[config.mk]
export PLATFORM = sky130hd
export DESIGN_NAME = spirq_top
export DESIGN_NICKNAME = d
export VERILOG_FILES = /design/src/core/spirq_pkg.sv /design/src/core/spirq_top.sv
export SDC_FILE = /design/constraint.sdc
export NUM_CORES = 1
export LEC_CHECK = 0
export BUFFER_PORTS_ARGS = -buffer_cell sky130_fd_sc_hd__buf_2
export CORE_AREA = 2 2 113 115
export DETAILED_ROUTE_END_ITERATION = 8
export DIE_AREA = 0 0 115 117
export PLACE_DENSITY = 0.69
export SLEW_MARGIN = 20
export SYNTH_ARGS = -nofsm -noshare
export SYNTH_HDL_FRONTEND = slang
export SYNTH_SLANG_ARGS = --single-unit
export TNS_END_PERCENT = 5
[constraint.sdc]
create_clock -name clk -period 4.4 [get_ports clk]
set_input_delay 0.88 -clock clk [delete_from_list [all_inputs] [get_ports clk]]
set_output_delay 0.88 -clock clk [all_outputs]
set_load 0.005 [all_outputs]
[src/core/spirq_pkg.sv]
// constants and types of the serial unit interrupt and status block
package spirq_pkg;

  // ==========================================================
  // bus geometry
  localparam int unsigned ADDR_W = 8;
  localparam int unsigned DATA_W = 32;
  localparam int unsigned WORD_W = 9;

  // ==========================================================
  // register offsets (byte addresses on the plain port)
  localparam logic [7:0] OFS_CONTROL_A  = 8'h00;
  localparam logic [7:0] OFS_CONTROL_B  = 8'h04;
  localparam logic [7:0] OFS_IEN_CLEAR  = 8'h14;
  localparam logic [7:0] OFS_IEN_SET    = 8'h16;
  localparam logic [7:0] OFS_FLAGS      = 8'h18;
  localparam logic [7:0] OFS_STATUS     = 8'h1a;
  localparam logic [7:0] OFS_SYNC_BUSY  = 8'h1c;
  localparam logic [7:0] OFS_ADDR_MATCH = 8'h24;
  localparam logic [7:0] OFS_DATA       = 8'h28;

  // ==========================================================
  // interrupt flag and enable bit positions
  localparam int unsigned FL_ERROR = 7;
  localparam int unsigned FL_SSL   = 3;
  localparam int unsigned FL_RXC   = 2;
  localparam int unsigned FL_TXC   = 1;
  localparam int unsigned FL_DRE   = 0;
  localparam logic [7:0]  FLAG_MASK = 8'h8f;

  // status, busy and control bit positions
  localparam int unsigned ST_OVF     = 2;
  localparam int unsigned SB_CONTROL_B   = 2;
  localparam int unsigned SB_ENABLE  = 1;
  localparam int unsigned SB_SOFT_RESET   = 0;
  localparam int unsigned CA_SOFT_RESET   = 0;
  localparam int unsigned CA_ENABLE  = 1;
  localparam int unsigned CA_CLIENT  = 2;
  localparam int unsigned CB_SFDE    = 9;
  localparam int unsigned CB_AMEN    = 12;
  localparam int unsigned CB_ADDRESS_MATCH_MODE_L = 14;
  localparam int unsigned CB_ADDRESS_MATCH_MODE_H = 15;
  localparam int unsigned CB_RECEIVER_ENABLE    = 17;
  localparam int unsigned AM_ADDR_L  = 0;
  localparam int unsigned AM_ADDR_H  = 7;
  localparam int unsigned AM_MASK_L  = 16;
  localparam int unsigned AM_MASK_H  = 23;

  // ==========================================================
  // client address match modes
  typedef enum logic [1:0] {
    SPIRQ_AM_MASK  = 2'h0,
    SPIRQ_AM_TWO   = 2'h1,
    SPIRQ_AM_RANGE = 2'h2,
    SPIRQ_AM_RSVD  = 2'h3
  } spirq_address_match_mode_t;

  localparam logic [7:0]  BYTE_ZERO = 8'h00;
  localparam logic [31:0] WORD_ZERO = 32'h0000_0000;

endpackage

[src/core/spirq_top.sv]
// interrupt, status, sync-busy and address match logic of the serial unit
//
// Notes on behaviour
// - a one written to an enable-set bit turns it on; zero ignored.
// - error flag rises on receive overflow; write one clears.
// - client with fall detect sets select-low flag on select falling edge.
// - receive-complete follows unread data; cleared by data read or rx off.
// - with address match on, first word of a frame is the address.
// - host sets transmit-complete when shifting ends, nothing queued.
// - client sets transmit-complete on select rise; with address match on, only after address hit.
// - data-empty tracks the empty transmit buffer; data writes clear it.
// - overflow sets status bit and the affected word reads as zero.
// - overflow bit shows the state of the next character to be read.
// - control-b write when enabled is busy until synced; rewrite errors.
// - enable changes hold enable busy bit until synchronisation finishes.
// - soft reset holds its busy bit; other register accesses are refused.
// - address modes: masked compare, two addresses, or inclusive range.
// - receiver disable flushes buffer, drops reception, clears overflow.
// - enable-clear bit disables interrupt; set and clear read alike.
`timescale 1ns/1ps

module spirq_top import spirq_pkg::*; (
  input  wire logic              clk,           // 250 MHz clock
  input  wire logic              rst_n,         // async reset, active low
  input  wire logic [ADDR_W-1:0] addr,          // register byte address
  input  wire logic [DATA_W-1:0] wdata,         // write data
  input  wire logic              wr_en,         // write strobe
  input  wire logic              rd_en,         // read strobe
  output logic      [DATA_W-1:0] rdata,         // read data, next cycle
  output logic                   bus_err,       // refused access pulse
  output logic                   irq,           // interrupt request level
  input  wire logic              ss_n,          // select pin, asynchronous
  input  wire logic              rx_avail,      // receive buffer not empty
  input  wire logic [WORD_W-1:0] rx_word,       // head of receive buffer
  input  wire logic              rx_word_ovf,   // head word overflowed
  input  wire logic              rx_ovf_evt,    // overflow detected pulse
  input  wire logic              rx_addr_stb,   // first word of frame pulse
  input  wire logic              tx_empty,      // transmit buffer can accept
  input  wire logic              tx_shift_done, // host shifting ended pulse
  input  wire logic [2:0]        sync_done,     // sync complete pulses
  output logic      [2:0]        sync_req,      // sync start pulses
  output logic                   unit_enable,   // unit enabled level
  output logic                   client_mode,   // client mode level
  output logic                   recv_enable,   // receiver enable level
  output logic                   rx_pop,        // pop receive buffer
  output logic                   rx_flush,      // flush receive buffer
  output logic                   tx_push,       // push transmit data
  output logic      [DATA_W-1:0] tx_data,       // transmit data
  output logic                   addr_hit       // frame began with a hit
);

  // ==========================================================
  // state record
  typedef struct packed {
    logic              ss_meta;
    logic              ss_sync;
    logic              ss_prev;
    logic [7:0]        ien;
    logic              f_err;
    logic              f_ssl;
    logic              f_rxc;
    logic              f_txc;
    logic              f_dre;
    logic              ovf;
    logic [2:0]        busy;
    logic              enable;
    logic              client;
    logic              receiver_enable;
    logic              receiver_enable_pend;
    logic              sfde;
    logic              amen;
    logic [1:0]        address_match_mode;
    logic [7:0]        am_addr;
    logic [7:0]        am_mask;
    logic              hit;
    logic [DATA_W-1:0] rdata;
    logic              bus_err;
    logic              rx_pop;
    logic              rx_flush;
    logic              tx_push;
    logic [DATA_W-1:0] tx_data;
    logic [2:0]        sync_req;
  } spirq_state_t;

  // select synchroniser starts at the idle-high level: no false edge
  localparam spirq_state_t ST_RESET = '{
    ss_meta: 1'b1,
    ss_sync: 1'b1,
    ss_prev: 1'b1,
    default: '0
  };

  spirq_state_t q;
  spirq_state_t d;

  // ==========================================================
  // reset release through two flops
  logic rst_meta_q;
  logic rst_sync_n;

  always_ff @(posedge clk or negedge rst_n) begin
    if (!rst_n) begin
      rst_meta_q <= 1'b0;
      rst_sync_n <= 1'b0;
    end else begin
      rst_meta_q <= 1'b1;
      rst_sync_n <= rst_meta_q;
    end
  end

  // ==========================================================
  // address comparison helpers
  logic [7:0] rx_addr;
  logic       am_match;
  logic [7:0] flags;
  logic [7:0] w8;

  assign rx_addr = rx_word[7:0];
  assign w8      = wdata[7:0];

  // compare the address word against the stored pair
  // three match modes
  always_comb begin
    unique case (spirq_address_match_mode_t'(q.address_match_mode))
      SPIRQ_AM_MASK:  am_match = ((rx_addr ^ q.am_addr) & ~q.am_mask)
                                 == BYTE_ZERO;
      SPIRQ_AM_TWO:   am_match = (rx_addr == q.am_addr) ||
                                 (rx_addr == q.am_mask);
      SPIRQ_AM_RANGE: am_match = (rx_addr <= q.am_addr) &&
                                 (rx_addr >= q.am_mask);
      SPIRQ_AM_RSVD:  am_match = 1'b0;
    endcase
  end

  // flag register image
  always_comb begin
    flags           = BYTE_ZERO;
    flags[FL_ERROR] = q.f_err;
    flags[FL_SSL]   = q.f_ssl;
    flags[FL_RXC]   = q.f_rxc;
    flags[FL_TXC]   = q.f_txc;
    flags[FL_DRE]   = q.f_dre;
  end

  // ==========================================================
  // access decode
  logic in_soft_reset;
  logic allow_acc;
  logic wr_ok;
  logic rd_ok;
  logic wr_a;
  logic wr_b;
  logic refuse_b;
  logic ss_fall;
  logic ss_rise;
  logic data_wr;
  logic data_rd;

  // only control-a passes while soft reset runs
  assign in_soft_reset  = q.busy[SB_SOFT_RESET];
  assign allow_acc = !in_soft_reset || (addr == OFS_CONTROL_A);
  assign wr_ok     = wr_en && allow_acc;
  assign rd_ok     = rd_en && allow_acc;
  assign wr_a      = wr_ok && (addr == OFS_CONTROL_A);
  // rewrite while control-b sync is busy is refused
  assign refuse_b  = wr_ok && (addr == OFS_CONTROL_B) && q.busy[SB_CONTROL_B];
  assign wr_b      = wr_ok && (addr == OFS_CONTROL_B) && !q.busy[SB_CONTROL_B];
  assign data_wr   = wr_ok && (addr == OFS_DATA);
  assign data_rd   = rd_ok && (addr == OFS_DATA);
  assign ss_fall   = q.ss_prev && !q.ss_sync;
  assign ss_rise   = !q.ss_prev && q.ss_sync;

  // ==========================================================
  // next state
  always_comb begin
    d          = q;
    d.ss_meta  = ss_n;
    d.ss_sync  = q.ss_meta;
    d.ss_prev  = q.ss_sync;
    d.bus_err  = (wr_en || rd_en) && !allow_acc || refuse_b;
    d.rx_pop   = 1'b0;
    d.rx_flush = 1'b0;
    d.tx_push  = 1'b0;
    d.sync_req = 3'b000;
    d.rdata    = WORD_ZERO;

    // read data mux, answered in the next cycle
    if (rd_ok) begin
      unique case (addr)
        OFS_CONTROL_A: begin
          d.rdata[CA_ENABLE] = q.enable;
          d.rdata[CA_CLIENT] = q.client;
        end
        OFS_CONTROL_B: begin
          d.rdata[CB_SFDE]               = q.sfde;
          d.rdata[CB_AMEN]               = q.amen;
          d.rdata[CB_ADDRESS_MATCH_MODE_H:CB_ADDRESS_MATCH_MODE_L] = q.address_match_mode;
          d.rdata[CB_RECEIVER_ENABLE]               = q.receiver_enable || q.receiver_enable_pend;
        end
        // both enable views read the same bits
        OFS_IEN_CLEAR, OFS_IEN_SET: d.rdata[7:0] = q.ien;
        OFS_FLAGS:     d.rdata[7:0] = flags;
        // overflow of the character waiting at the head
        OFS_STATUS:    d.rdata[ST_OVF] = q.ovf || (rx_avail && rx_word_ovf);
        OFS_SYNC_BUSY: d.rdata[2:0] = q.busy;
        OFS_ADDR_MATCH: begin
          d.rdata[AM_ADDR_H:AM_ADDR_L] = q.am_addr;
          d.rdata[AM_MASK_H:AM_MASK_L] = q.am_mask;
        end
        OFS_DATA: begin
          // an overflowed word reads as zero
          if (!rx_word_ovf) begin
            d.rdata[WORD_W-1:0] = rx_word;
          end
        end
        default: d.rdata = WORD_ZERO;
      endcase
    end

    // interrupt enable set and clear
    if (wr_ok && addr == OFS_IEN_SET) begin
      d.ien = q.ien | (w8 & FLAG_MASK);
    end
    if (wr_ok && addr == OFS_IEN_CLEAR) begin
      d.ien = q.ien & ~w8;
    end

    // control-a: enable and client mode, soft reset request
    if (wr_a) begin
      if (!q.enable) begin
        d.client = wdata[CA_CLIENT];
      end
      if (wdata[CA_ENABLE] != q.enable && !in_soft_reset) begin
        d.enable            = wdata[CA_ENABLE];
        d.busy[SB_ENABLE]   = 1'b1;
        d.sync_req[SB_ENABLE] = 1'b1;
      end
      // soft reset request holds its busy bit
      if (wdata[CA_SOFT_RESET]) begin
        d.busy[SB_SOFT_RESET]    = 1'b1;
        d.sync_req[SB_SOFT_RESET] = 1'b1;
      end
    end

    // control-b fields
    if (wr_b) begin
      d.sfde  = wdata[CB_SFDE];
      d.amen  = wdata[CB_AMEN];
      d.address_match_mode = wdata[CB_ADDRESS_MATCH_MODE_H:CB_ADDRESS_MATCH_MODE_L];
      if (!wdata[CB_RECEIVER_ENABLE]) begin
        // receiver off at once, flush and clear overflow
        d.receiver_enable      = 1'b0;
        d.receiver_enable_pend = 1'b0;
        d.rx_flush  = 1'b1;
        d.ovf       = 1'b0;
      end else if (!q.enable) begin
        d.receiver_enable = 1'b1;
      end else if (!q.receiver_enable) begin
        d.receiver_enable_pend = 1'b1;
      end
      if (q.enable) begin
        d.busy[SB_CONTROL_B]     = 1'b1;
        d.sync_req[SB_CONTROL_B] = 1'b1;
      end
    end

    // address register, locked while enabled
    if (wr_ok && addr == OFS_ADDR_MATCH && !q.enable) begin
      d.am_addr = wdata[AM_ADDR_H:AM_ADDR_L];
      d.am_mask = wdata[AM_MASK_H:AM_MASK_L];
    end

    // synchronisation completions
    if (sync_done[SB_CONTROL_B] && q.busy[SB_CONTROL_B]) begin
      d.busy[SB_CONTROL_B] = 1'b0;
      if (q.receiver_enable_pend && d.receiver_enable_pend) begin
        d.receiver_enable      = 1'b1;
        d.receiver_enable_pend = 1'b0;
      end
    end
    if (sync_done[SB_ENABLE]) begin
      d.busy[SB_ENABLE] = 1'b0;
    end

    // data register traffic
    if (data_wr) begin
      d.tx_push = 1'b1;
      d.tx_data = wdata;
    end
    if (data_rd && rx_avail) begin
      d.rx_pop = 1'b1;
    end

    // first word of a frame is judged as an address
    if (q.ss_sync) begin
      d.hit = 1'b0;
    end else if (rx_addr_stb && q.amen) begin
      d.hit = am_match;
    end

    d.f_rxc = rx_avail && q.receiver_enable && !data_rd && !(wr_b && !wdata[CB_RECEIVER_ENABLE]);

    // data-empty follows tx_empty, cleared by a data write, not by write-one
    d.f_dre = tx_empty && !data_wr;

    // sticky overflow status, event wins over clear
    if (wr_ok && addr == OFS_STATUS && wdata[ST_OVF]) begin
      d.ovf = 1'b0;
    end
    if (rx_ovf_evt && q.receiver_enable) begin
      d.ovf = 1'b1;
    end

    // error flag, set wins over write-one clear
    if (wr_ok && addr == OFS_FLAGS && w8[FL_ERROR]) begin
      d.f_err = 1'b0;
    end
    if (rx_ovf_evt && q.receiver_enable) begin
      d.f_err = 1'b1;
    end

    if (wr_ok && addr == OFS_FLAGS && w8[FL_SSL]) begin
      d.f_ssl = 1'b0;
    end
    if (q.client && q.sfde && ss_fall) begin
      d.f_ssl = 1'b1;
    end

    // transmit-complete clears on write-one or new data
    if ((wr_ok && addr == OFS_FLAGS && w8[FL_TXC]) || data_wr) begin
      d.f_txc = 1'b0;
    end
    // host sets it when shifting ends idle
    if (!q.client && tx_shift_done) begin
      d.f_txc = 1'b1;
    end
    // client sets it on select rise, after a hit if address match is on
    if (q.client && ss_rise && (!q.amen || q.hit)) begin
      d.f_txc = 1'b1;
    end

    // soft reset completion returns all to reset values, except the select synchroniser, the flush pulse and the bus error
    if (sync_done[SB_SOFT_RESET] && in_soft_reset) begin
      d          = ST_RESET;
      d.ss_meta  = ss_n;
      d.ss_sync  = q.ss_meta;
      d.ss_prev  = q.ss_sync;
      d.rx_flush = 1'b1;
      // an access refused in this very cycle still reports its error
      d.bus_err  = (wr_en || rd_en) && !allow_acc;
    end
  end

  // ==========================================================
  // state register
  // everything clears at reset, except the select synchroniser, which loads high
  always_ff @(posedge clk or negedge rst_sync_n) begin
    if (!rst_sync_n) begin
      q <= ST_RESET;
    end else begin
      q <= d;
    end
  end

  // ==========================================================
  // outputs
  // any enabled flag raises the request
  assign irq         = |(flags & q.ien);
  assign rdata       = q.rdata;
  assign bus_err     = q.bus_err;
  assign sync_req    = q.sync_req;
  assign unit_enable = q.enable;
  assign client_mode = q.client;
  assign recv_enable = q.receiver_enable;
  assign rx_pop      = q.rx_pop;
  assign rx_flush    = q.rx_flush;
  assign tx_push     = q.tx_push;
  assign tx_data     = q.tx_data;
  assign addr_hit    = q.hit;

endmodule // spirq_top

==> results.txt <==
Status: finished, final reports clean
DP Area: 0.00569 mm^2
Total number of vias: 4,253
Pleak: 3.13 nW
Grt met1 use: 30.3%
Post-synth top flop: dfrtp_1
Synth Instances: 572
Hold Fails Final Rpt: 0
Worst Max-Slew Pin Slew: 997 ps
Number of global-route vias before repair: 4,099
DRC Markers: 0
Vias/cell: 5.42
# rows: 41
Unrepaired setup endpoints after global routing: false
Root buffer selected by CTS: clkbuf_16
Max Fclk: 335 MHz
Critical path peak fanout: 39
MaxCap Viol Count: 0
Reg-to-reg endpoint: tx_data[16]
Initial antenna violation count: 0
First-pass GRT wire length: 21,500 um
Setup TNS: 0 ps
Die area: 0.0135 mm^2
Final Cell Area: 0.00598 mm^2
Register area share after synthesis: 49.3%
CTS Buf Count: 9
Sink Count: 107
Post-detail-place hpwl: 9930 um
Mean post-synth cell area: 9.51 um^2
Syn. warnings: 0
Inserted Diodes: 0
Avg WL per Cell: 17.1 um
Cts repair resizes: 0
Post-synth ARST share: 100%
Tcrit/Tclk final: 67.8%
Nets: 708
M2 GR Usage: 30.5%
Core area: 0.0123 mm^2
Die Span Y: 117 um
Post-synthesis cell type count: 56
Final min period: 2980 ps
Hold Path Class: primary input to async pin
Synth-to-layout area growth: 9.84%
GRT Util Overall: 20.8%
Post-route clock skew: 13.8 ps
CP endpoint kind: register
Post-synthesis instance area: 0.00544 mm^2
Port Buf Inserts: 127
Largest net degree at the start of global routing: 60
Cts-stage hold buffer count: 0
Die width: 115 um
FF-to-FF Start: in_soft_reset
Initial Util: 44.2%
Grt peak-use layer: met2
Grt total ovfl: 0
Final ANT Viol Nets: 0
Worst VDD drop: 171 uV
Yosys reg bits: 107
Normalized max-slew margin: 33.4%
CTS tree: built
H-tree depth: 3
R2R Setup Slk: 2220 ps
Drt pass-1 iters: 5
Clk_lat worst skew: 350 ps
Setup Buffers After CTS: 0
Clk pin slew, worst setup/hold paths: 80 ps
Worst EP required: 4660 ps
Fraction of layout cells with a size suffix above 1: 24.9%
Maximum clock path buffer count: 2
Finished Core Util: 48.5%
CP Class: primary input to register
Routability congestion estimate: 0.894
Critical path launch point type: primary input
Final wirelength: 13,400 um
Iteration-0 DRC Markers: 288
EDFF count, synth: 0
CP Data Arrival Time: 3250 ps
PwrDens: 349 mW/mm^2
Max Slew Vio Count: 0
Met3 usage: 4.63%
R2r worst-path depth: 6
# setup viols final: 0
I/O pin total: 139
cell usage in the layout, fill, tap and decap left out, types with 9 or more instances in the layout:
cell type,Yosys,layout
and3_1,22,22
conb_1,2,12
o31ai_1,11,11
nand3_1,30,30
dfrtp_1,104,103
clkbuf_16,0,9
nor2_1,18,18
ha_1,16,16
o21ai_0,9,9
a21oi_1,40,40
inv_1,24,24
nand2_1,99,99
buf_2,10,127
sequential cells by signal, indices dropped and copies added, names as in the netlist:
name / cells
q: 35
tx_data: 32
rdata: 21
flags: 5
sync_req: 3
addr_hit: 1
bus_err: 1
client_mode: 1
in_soft_reset: 1
recv_enable: 1
rst_meta_q: 1
rst_sync_n: 1
rx_flush: 1
rx_pop: 1
tx_push: 1
unit_enable: 1
layer usage:
| metal | wire length [um] | vias up | share of wire (%) |
|---|---|---|---|
| li1 | - | 2018 | - |
| met1 | 6170 | 2013 | 46 |
| met2 | 5890 | 194 | 44 |
| met3 | 1030 | 28 | 7.7 |
| met4 | 343 | 0 | 2.6 |
| met5 | 0 | - | 0 |
synthesized netlist by cell type (all sizes together) (2+ instances only):
cell type	n	share of area, %
a311oi	3	0.48
o21ai	14	1.3
ha	16	3.7
and3	22	2.5
dfstp	3	1.4
conb	2	0.14
o41ai	3	0.62
nand3	30	2.8
a21oi	40	3.7
nor3b	4	0.64
mux2i	7	1.3
a21o	2	0.28
dfrtp	104	48
inv	24	1.7
o31ai	12	1.9
nor2b	4	0.46
nor2	18	1.2
a31oi	6	0.69
a22oi	8	1.1
nand4	7	0.80
a221oi	2	0.32
buf	83	11
a32o	4	0.74
a22o	3	0.48
and2	2	0.23
o22ai	7	0.80
clkbuf	13	0.92
nor3	7	0.64
and4	3	0.48
or3	3	0.53
nand2b	2	0.23
nand2	99	6.8
worst max-delay path by stage:
stage                   to  slack, ps  cells after the start  startpoint
2_1_floorplan     addr_hit       1200                      0  rst_sync_n
3_3_place_gp   tx_data[23]       1200                      8     addr[5]
3_5_place_dp   tx_data[22]       1100                      8     addr[5]
4_1_cts        tx_data[16]       1380                      8     addr[5]
5_1_grt        tx_data[16]       1190                      8     addr[1]
6_report       tx_data[16]       1420                      8     addr[1]
cell type report:
| class | instances | area, um^2 |
|---|---|---|
| Fill cell | 1168 | 6340 |
| Sequential cell | 107 | 2690 |
| Multi-Input combinational cell | 355 | 2060 |
| Timing Repair Buffer | 132 | 673 |
| Clock buffer | 9 | 225 |
| Tap cell | 150 | 188 |
| Inverter | 24 | 90.1 |
| Clock inverter | 7 | 56.3 |
report_power, final:
part / internal (mW) / total (mW) / switching (mW)
sequential: 1.03 / 1.08 / 0.0482
combinational: 0.0993 / 0.227 / 0.128
clock: 0.394 / 0.781 / 0.387
total: 1.53 / 2.09 / 0.563
stage by stage:
step / worst slack (ps) / total power, mW / hold slack (ps) / std cells
after floorplan: 1200 / 1.24 / 331 / 582
after global placement: 1200 / 1.32 / 338 / 768
after detailed placement: 1100 / 1.33 / 342 / 768
after CTS: 1380 / 2.11 / 289 / 784
after global routing: 1190 / 2.19 / 280 / 784
final: 1420 / 2.09 / 291 / 784
critical path, stage by stage:
cell	delay [ps]
buf_2	180
or3_4	420
o31ai_4	320
nand3_1	130
buf_4	270
inv_1	680
nand2_1	140
a21oi_1	200
logic make-up (layout without fill, tap and decap cells):
| family | after synthesis | after routing | synth area share (%) |
|---|---|---|---|
| AO/OA/AOI/OAI | 112 | 112 | 13.6 |
| AND/OR/NAND/NOR | 207 | 207 | 18.2 |
| flip-flops | 107 | 107 | 49.3 |
| buffers and inverters | 120 | 172 | 13.6 |
| other | 2 | 12 | 0.138 |
| XOR/XNOR | 1 | 1 | 0.161 |
| adder cells (fa/ha/maj) | 16 | 16 | 3.68 |
| multiplexers | 7 | 7 | 1.29 |
Note: power is estimated with default switching activity, not from simulation.
